File: src/sssp_pkg.sv
package sssp_pkg;
  // word size and master edge bookkeeping
  localparam logic [2:0] LAST_BIT = 3'h7;
  localparam logic [4:0] LAST_LEAD = 5'h0e;
  localparam logic [4:0] LAST_TRAIL = 5'h0f;
  // half bit periods in sys_clk cycles (sys_clk is the oscillator)
  localparam logic [5:0] HALF_DIV4 = 6'h02;
  localparam logic [5:0] HALF_DIV16 = 6'h08;
  localparam logic [5:0] HALF_DIV64 = 6'h20;
  // master rate select codes
  localparam logic [1:0] RATE_DIV4 = 2'h0;
  localparam logic [1:0] RATE_DIV16 = 2'h1;
  localparam logic [1:0] RATE_DIV64 = 2'h2;
  localparam logic [1:0] RATE_TMR2 = 2'h3;
  // direction bit positions in the port direction words
  localparam int DIR_C_SCK = 3;
  localparam int DIR_C_SDI = 4;
  localparam int DIR_C_SDO = 5;
  localparam int DIR_A_SS = 5;

  // port_control_register layout: enable is bit 5, polarity bit 4
  typedef struct packed {
    logic [1:0] unused_hi;
    logic enable;
    logic polarity;
    logic unused_lo;
    logic slave;
    logic [1:0] rate;
  } sssp_ctrl_t;

  typedef struct packed {
    logic write_collision_bit;
    logic buffer_full_bit;
    logic port_interrupt_flag;
    logic wake;
  } sssp_stat_t;

  typedef struct packed {
    logic serial_out_pin;
    logic sdo_oe;
    logic sck;
    logic sck_oe;
  } sssp_pin_t;

  typedef enum logic [1:0] {
    ST_IDLE = 2'b01,
    ST_RUN = 2'b10
  } sssp_state_t;
endpackage

File: src/sssp_port.sv
`timescale 1ns/1ps
// What this block does
// - port works only while enable bit 5 of control is set; pins go serial
// - opposite direction bit releases that pin from the serial function
// - drive on one clock edge, sample on the other; polarities must match
// - master starts a word at once when software writes the buffer
// - master with clock pin as input keeps receiving bytes at the rate
// - slave shifts only on external clock; flag set on final bit
// - clock idle level and active edges follow polarity bit 4
// - words shift most significant bit first both ways, both modes
// - slave keeps working in sleep and completion wakes the device
// - only master starts transfers; slave answers only when clocked
// - after eight bits buffer loads, full bit and interrupt flag set
// - write during transfer is dropped and sets sticky collision bit
// - reading the buffer clears the full bit
module sssp_port
  import sssp_pkg::*;
(
  // clock and reset
  input wire logic sys_clk,
  input wire logic rst_n,
  // configuration
  input sssp_ctrl_t port_control_register,
  input wire logic [7:0] port_c_direction,
  input wire logic [5:0] port_a_direction,
  input wire logic sleep_mode,
  input wire logic timer2_tick,
  // software access to the buffer and flags
  input wire logic buf_wr,
  input wire logic [7:0] buf_wr_data,
  input wire logic buf_rd,
  input wire logic write_collision_bit_clr,
  input wire logic irq_clr,
  output logic [7:0] transfer_buffer,
  output sssp_stat_t status,
  // serial pins
  input wire logic serial_in_pin,
  input wire logic sck_in,
  input wire logic ss_n_pin,
  output sssp_pin_t pins
);

  sssp_ctrl_t ctrl;
  sssp_state_t state;
  logic [2:0] sync1;
  logic [2:0] sync2;
  logic sck_d;
  logic [5:0] half_cnt;
  logic [4:0] edge_cnt;
  logic [2:0] bit_cnt;
  logic [7:0] shift_register;

  assign ctrl = port_control_register;

  // mode and pin ownership decode
  wire ena = ctrl.enable;
  wire master = ena & ~ctrl.slave;
  wire slv = ena & ctrl.slave;
  wire sdi_used = port_c_direction[DIR_C_SDI];
  wire sdo_used = ~port_c_direction[DIR_C_SDO];
  wire sck_drive = master & ~port_c_direction[DIR_C_SCK];
  wire sck_listen = slv & port_c_direction[DIR_C_SCK];
  wire ss_used = port_a_direction[DIR_A_SS];
  wire selected = ~ss_used | ~sync2[2];
  wire sdi_bit = sdi_used & sync2[0];

  // master bit rate; timer2 ticks toggle the clock so the rate is halved
  wire [5:0] half_lim = (ctrl.rate == RATE_DIV4) ? HALF_DIV4 :
                        (ctrl.rate == RATE_DIV16) ? HALF_DIV16 : HALF_DIV64;
  wire half_tick = (ctrl.rate == RATE_TMR2) ? timer2_tick :
                   (half_cnt == half_lim - 6'h01);

  // transfer progress
  wire m_busy = (state == ST_RUN);
  wire s_busy = (bit_cnt != 3'h0);
  wire busy = m_busy | s_busy;
  wire wr_ok = buf_wr & ena & ~busy;
  wire wr_col = buf_wr & ena & busy;
  // a receive-only master, clock pin released, free-runs byte after byte
  wire m_start = master & ~m_busy & (buf_wr | ~sck_drive);
  wire m_lead = m_busy & half_tick & ~edge_cnt[0];
  wire m_trail = m_busy & half_tick & edge_cnt[0];
  wire m_end = m_trail & (edge_cnt == LAST_TRAIL);
  // slave edges come only from the synchronised external clock
  wire s_edge = sck_listen & selected & (sync2[1] != sck_d);
  wire s_lead = s_edge & (sync2[1] != ctrl.polarity);
  wire s_trail = s_edge & (sync2[1] == ctrl.polarity);
  wire lead = m_lead | s_lead;
  wire trail = m_trail | s_trail;
  wire done = (m_lead & (edge_cnt == LAST_LEAD)) |
              (s_lead & (bit_cnt == LAST_BIT));
  wire [7:0] rx_word = {shift_register[6:0], sdi_bit};

  // pin synchronisers; stage one feeds stage two only
  always_ff @(posedge sys_clk or negedge rst_n) begin
    if (!rst_n) begin
      sync1 <= 3'h0;
      sync2 <= 3'h0;
      sck_d <= 1'b0;
    end else begin
      sync1 <= {ss_n_pin, sck_in, serial_in_pin};
      sync2 <= sync1;
      sck_d <= sync2[1];
    end
  end

  // master sequencer: sixteen clock half periods per word
  always_ff @(posedge sys_clk or negedge rst_n) begin
    if (!rst_n) begin
      state <= ST_IDLE;
    end else begin
      unique case (state)
        ST_IDLE: if (m_start) state <= ST_RUN;
        ST_RUN: if (!master || m_end) state <= ST_IDLE;
      endcase
    end
  end

  // half period divider and edge counter
  always_ff @(posedge sys_clk or negedge rst_n) begin
    if (!rst_n) begin
      half_cnt <= 6'h00;
      edge_cnt <= 5'h00;
    end else if (!m_busy || half_tick) begin
      half_cnt <= 6'h00;
      edge_cnt <= m_busy ? edge_cnt + 5'h01 : 5'h00;
    end else begin
      half_cnt <= half_cnt + 6'h01;
    end
  end

  // slave bit counter; deselect or disable drops a partial word
  always_ff @(posedge sys_clk or negedge rst_n) begin
    if (!rst_n) begin
      bit_cnt <= 3'h0;
    end else if (!sck_listen || !selected) begin
      bit_cnt <= 3'h0;
    end else if (s_lead) begin
      bit_cnt <= bit_cnt + 3'h1;
    end
  end

  // shift register: msb leaves first, new bit enters at the bottom
  always_ff @(posedge sys_clk or negedge rst_n) begin
    if (!rst_n) begin
      shift_register <= 8'h00;
    end else if (wr_ok) begin
      shift_register <= buf_wr_data;
    end else if (lead) begin
      shift_register <= rx_word;
    end
  end

  // buffer keeps the written word until a received word replaces it
  always_ff @(posedge sys_clk or negedge rst_n) begin
    if (!rst_n) begin
      transfer_buffer <= 8'h00;
    end else if (done) begin
      transfer_buffer <= rx_word;
    end else if (wr_ok) begin
      transfer_buffer <= buf_wr_data;
    end
  end

  // sticky flags and a one-cycle wake pulse; a set in the clearing cycle wins
  always_ff @(posedge sys_clk or negedge rst_n) begin
    if (!rst_n) begin
      status <= '0;
    end else begin
      status.buffer_full_bit <= done | (status.buffer_full_bit & ~buf_rd);
      status.port_interrupt_flag <= done | (status.port_interrupt_flag & ~irq_clr);
      status.write_collision_bit <= wr_col |
                                    (status.write_collision_bit & ~write_collision_bit_clr);
      status.wake <= done & slv & sleep_mode;
    end
  end

  // pin drivers; data moves on the trailing edge, first bit at load
  always_ff @(posedge sys_clk or negedge rst_n) begin
    if (!rst_n) begin
      pins <= '0;
    end else begin
      pins.sdo_oe <= ena & sdo_used & (master | selected);
      pins.sck_oe <= sck_drive;
      if (wr_ok) begin
        pins.serial_out_pin <= buf_wr_data[7];
      end else if (trail) begin
        pins.serial_out_pin <= shift_register[7];
      end
      if (!m_busy) begin
        pins.sck <= ctrl.polarity;
      end else if (half_tick) begin
        pins.sck <= ~pins.sck;
      end
    end
  end
endmodule

File: config.mk
export PLATFORM = sky130hd
export DESIGN_NAME = sssp_port
export DESIGN_NICKNAME = d
export VERILOG_FILES = /design/src/sssp_pkg.sv /design/src/sssp_port.sv
export SDC_FILE = /design/constraint.sdc
export NUM_CORES = 1
export LEC_CHECK = 0
export BUFFER_PORTS_ARGS = -buffer_cell sky130_fd_sc_hd__buf_4
export CORE_MARGIN = 5
export CORE_UTILIZATION = 53
export DETAILED_ROUTE_END_ITERATION = 8
export GPL_ROUTABILITY_DRIVEN = 0
export PLACE_DENSITY = 0.77
export SYNTH_ARGS = -nofsm -noshare
export SYNTH_HDL_FRONTEND = slang
export SYNTH_SLANG_ARGS = --single-unit
File: constraint.sdc
create_clock -name sys_clk -period 2.9 [get_ports sys_clk]
set_clock_uncertainty 0.2 [all_clocks]
set_input_delay 0.435 -clock sys_clk [delete_from_list [all_inputs] [get_ports sys_clk]]
set_output_delay 0.435 -clock sys_clk [all_outputs]
set_load 0.005 [all_outputs]
Word level (Yosys, flattened, before mapping):

Cells that the tools add are included.

* add/sub/neg operators: 4
* equal/unequal tests: 14
* mux-type cells: 18
* bitwise logic cells: 50
* reduce and logical (&&, ||, !) cells: 14

Operators by type and width (count)
* $mux W8: 4
* $and A1 B1 Y1: 27
* $mux W6: 3
* $not A1 Y1: 13
* $eq A5 B4 Y1 const B: 2
* $or A1 B1 Y1: 10
* $reduce_bool A2 Y1: 4
* $add A6 B1 Y6 const B: 1
* $eq A6 B6 Y1: 1
* $mux W3: 2
* $sub A6 B1 Y6 const B: 1
* $add A5 B1 Y5 const B: 1
* $mux W1: 5
* $mux W5: 1
* $eq A2 B1 Y1 const B: 2
* $eq A2 B2 Y1 const B: 2
* $logic_not A1 Y1: 4
* $mux W2: 2
* $ne A2 B2 Y1 const B: 2
* $pmux W2 S2: 1
* $add A3 B1 Y3 const B: 1
* $eq A3 B3 Y1 const B: 1
* $logic_or A1 B1 Y1: 3
* $reduce_bool A3 Y1: 1
* 5 further kinds: 6

* bits in registers: 47
* input bits: 41
* output and inout bits: 16
* word-level logic and storage cells: 117

Depth between registers and ports, before layout:

* word-level depth: 12
* gate-level depth with buffers: 7

Worst setup path before layout:

Ideal clock, no wire load.

* kind: flip-flop to flip-flop
* start: register state[0]
* end: register pins[3] (netlist name)
* library setup time: 125 ps
* arrival: 2020 ps
* required time: 2575 ps
* setup slack: 555 ps
* stages on the path, launching flop included: 8
* period minus slack after synthesis: 2345 ps
* cell sequence: dfstp_2 nor2b_1 buf_2 nor4b_1 buf_2 buf_2 mux2_2 mux2_4

* longest elaborated chain between the ends: 5
* elaborated cells on any way between the ends: 9
* those cells by class: eq/ne (1); mux (1); bitwise (6); reduce/logical (1)

Ends and longest elaborated chain
* from (decl): line sssp_port.sv:44 `sssp_state_t state;`
* from (signal assigned): line sssp_port.sv:110 `state <= ST_IDLE;`
* from (signal assigned): line sssp_port.sv:113 `ST_IDLE: if (m_start) state <= ST_RUN;`
* from (signal assigned): line sssp_port.sv:114 `ST_RUN: if (!master || m_end) state <= ST_IDLE;`
* $eq A2 B2 Y1 (*): line sssp_port.sv:74 `wire m_busy = (state == ST_RUN);`
* $and A1 B1 Y1 or $or A1 B1 Y1 (tied branches): line sssp_port.sv:82, sssp_port.sv:76
* $and A1 B1 Y1 or $not A1 Y1 (tied branches): line sssp_port.sv:82, sssp_port.sv:77
* $or A1 B1 Y1 or $and A1 B1 Y1 (tied branches): line sssp_port.sv:89, sssp_port.sv:77
* $reduce_bool A2 Y1 (no source line) or $mux W1 (tied branches)
* to (decl): line sssp_port.sv:40 `output sssp_pin_t pins`

Every way passes the cells marked *; elsewhere a longest branch is shown, timed or not.
A chain may end at the register's enable or synchronous reset.

Worst setup path after layout:

* start: register half_cnt[1]
* end: register shift_register[6]

* longest elaborated chain between the ends: 6

Ends and longest elaborated chain
* from (decl): line sssp_port.sv:48 `logic [5:0] half_cnt;`
* from (signal assigned): line sssp_port.sv:128 `half_cnt <= half_cnt + 6'h01;`
* $eq A6 B6 Y1: line sssp_port.sv:71 `(half_cnt == half_lim - 6'h01);`
* $mux W1: line sssp_port.sv:70 `wire half_tick = (ctrl.rate == RATE_TMR2) ? timer2_tick :`
* $and A1 B1 Y1 (2 in series): line sssp_port.sv:81 `wire m_lead = m_busy & half_tick & ~edge_cnt[0];`
* $or A1 B1 Y1: line sssp_port.sv:88 `wire lead = m_lead | s_lead;`
* $reduce_bool A2 Y1 (no source line)
* to (signal assigned): line sssp_port.sv:148 `shift_register <= buf_wr_data;`
* to (signal assigned): line sssp_port.sv:150 `shift_register <= rx_word;`
* to (decl): line sssp_port.sv:51 `logic [7:0] shift_register;`

Every way passes these cells.

==> run metrics <==
CP Capture Type=register; Reg area=1180 sq um; Syn Nets=249; cell family with most CP delay=compound AO/OA/AOI/OAI gates; port buffer count=43; multiplexer area fraction after synthesis=19.3%; TNS Setup=0 ps; largest family of logic cells by synthesized area=multiplexers; n_diodes=0; Max-slew headroom=61.0%; Post-Synth XOR/XNOR Area=1.81%; Max Cap Viol=0; Hold Fails Final Rpt=0; mean routed wirelength per cell=15.2 um; die area=6010 sq um; setup repair bufs after CTS=0; H-tree Lvls=2; Syn Std Cell Area=2420 sq um; Core Area=4380 sq um; Antenna Nets Post-Route=0; DR vias=1676; unrepaired setup endpoints after global routing=false; post-synthesis simple-gate area fraction=14.8%; Multi-input gate area=1150 sq um; WHS=30.9 ps; yosys warns=0; Worst Path Required=2890 ps; Post-synth ARST share=100%; fin util=66.5%; TritonCTS clock tree=done; clk slew on worst S/H paths=90 ps; final net count=298; Post-Syn Instances=201; Setup crit start kind=register; fmax=0.417 GHz; final worst path period share=82.7%; Setup Viol. Count Final=0; I/O Pins=57; HP Class=primary input to register; Post-route DRC=0; power per standard cell area=735 nW/um^2; detailed placer's ending HPWL=3420 um; Initial DRC Count=67; clk root buf=clkbuf_8; sequential cell area fraction in the yosys report=48.7%; most common cell after layout, fill and taps aside=buf_4; Die Width=77.5 um; Place WS=298 ps; Yosys reg bits=47; first-pass GRT wire length=7860 um; later-pin clock latency in the skew report=300 ps; Tmin final=2400 ps; largest net degree at the start of global routing=48; via count of the first global-routing pass=1669; clock sinks=47; Die Y-Extent=77.5 um; status=completed; setup slack after layout=502 ps; crit path cell chain=or4_4, a221oi_4, a2111o_1, buf_12, mux2_4; Site Rows=24; Crit-path slowest cell=or4_4; most frequent cells in the layout=48 x buf_4, 46 x dfrtp_1, 16 x mux2_2, 14 x nor2_1, 13 x mux2_4; Compound-Gate Fraction of Synth Area=7.87%; layout cells sized above 1=39.8%; initial antenna violation count=0; Post-Synth Adder-Cell Area=3.62%; ys flop type=dfrtp_1; final WL=4590 um; EDFF count, synth=0; Arr. time, crit path=2390 ps; Remaining Overflow, GRT=0; Final Power=0.00214 W; FILL cells=343; maximum fanout along the worst path=8; Slew @ Worst Pin=585 ps; crit path buf inv count=1; Initial Util=55.1%; total global-route track usage=15.8%; DRT Pass-1 Iters=4; Peak VDD IR=0.535 mV; syn avg cell area=12.0 sq um; Slew Limit Fails=0; Clock Path Buffers=2; Netlist cell types=48; Critical Path Max Stage Delay=500 ps; CTS Buf Count=5; leakage=1.36 nW; Via density=5.53; Area Overhead vs Synth=20.6%; WS Path Type=register to register
-- final cells by class --
type	count	area share, %
clock buffers	5	2.36
clock inverters	3	0.815
inverters	10	1.29
multi-input cells	136	39.5
flip-flops and latches	47	40.4
well taps	52	2.23
repair buffers	50	13.4
-- worst register-to-register path: stages, from the launching register on --
cell      delay [ps]
dfrtp_1          420
or4_4            500
a221oi_4         460
a2111o_1         260
buf_12           150
mux2_4           300
-- worst paths after layout --
check	start	endpoint	slack, ps	cells past startpoint
max	half_cnt[1]$_DFF_PN0_	shift_register[6]$_DFFE_PN0P_	500	5
min reg2reg	sync1[1]$_DFF_PN0_	sync2[1]$_DFF_PN0_	150	0
max in group asynchronous	rst_n	shift_register[3]$_DFFE_PN0P_	1630	2
min in group asynchronous	rst_n	half_cnt[4]$_DFF_PN0_	470	2
max reg2reg	half_cnt[1]$_DFF_PN0_	shift_register[6]$_DFFE_PN0P_	500	5
min	ss_n_pin	sync1[2]$_DFF_PN0_	30	1
-- metrics by stage --
stage | std cells | instance area, sq um
floorplan | 201 | 2420
global placement | 294 | 2810
detailed placement | 294 | 2810
CTS | 303 | 2920
global route | 303 | 2920
finish | 303 | 2920
-- Yosys cell counts (all sizes together), types with 3 or more instances --
master	count	area, sq um
a211oi	3	27.5
mux2i	8	80.1
xnor2	3	26.3
nor3b	3	22.5
o21ai	4	20.0
mux2	30	387
buf	6	48.8
ha	7	87.6
o211ai	3	22.5
dfrtp	46	1150
nor3	7	35.0
nand2b	5	31.3
nor2	14	52.6
inv	10	37.5
nand2	8	30.0
nand3	8	40.0
-- per-layer routing --
layer	up-vias	GRT usage [%]	share of wire [%]
met5	-	0	0
met4	0	4.12	1.0
met3	5	3.59	4.6
met2	39	25.2	47
met1	821	21.9	47
li1	811	-	-
-- report_power, final --
part | internal, W | leakage, nW | switching [W]
logic | 0.000481 | 0.722 | 0.000314
clock network | 0.000172 | 0.0408 | 0.000228
registers | 0.000830 | 0.595 | 0.000117
-- kinds of logic (layout without fill, tap and decap cells) --
group | after synthesis | in the layout
fa+ha+maj | 7 | 7
simple gates | 64 | 64
buf+inv | 18 | 68
flops | 47 | 47
xor+xnor | 5 | 5
compound gates | 22 | 22
mux | 38 | 38
-- sequential cells by signal, summed over array words and instances, names as in the netlist --
register and count:
sync2 3, pins 4, edge_cnt 5, status 4, shift_register 8, sync1 3
half_cnt 6, state 2, bit_cnt 3, sck_d 1, transfer_buffer 8
-- repair_timing --
| item | in CTS | in global routing |
|---|---|---|
| hold endpoints to repair | 46 | 0 |
| resized for setup | 0 | 0 |
| hold buffers | 1 | 0 |
Note: power is estimated with default switching activity, not from simulation.
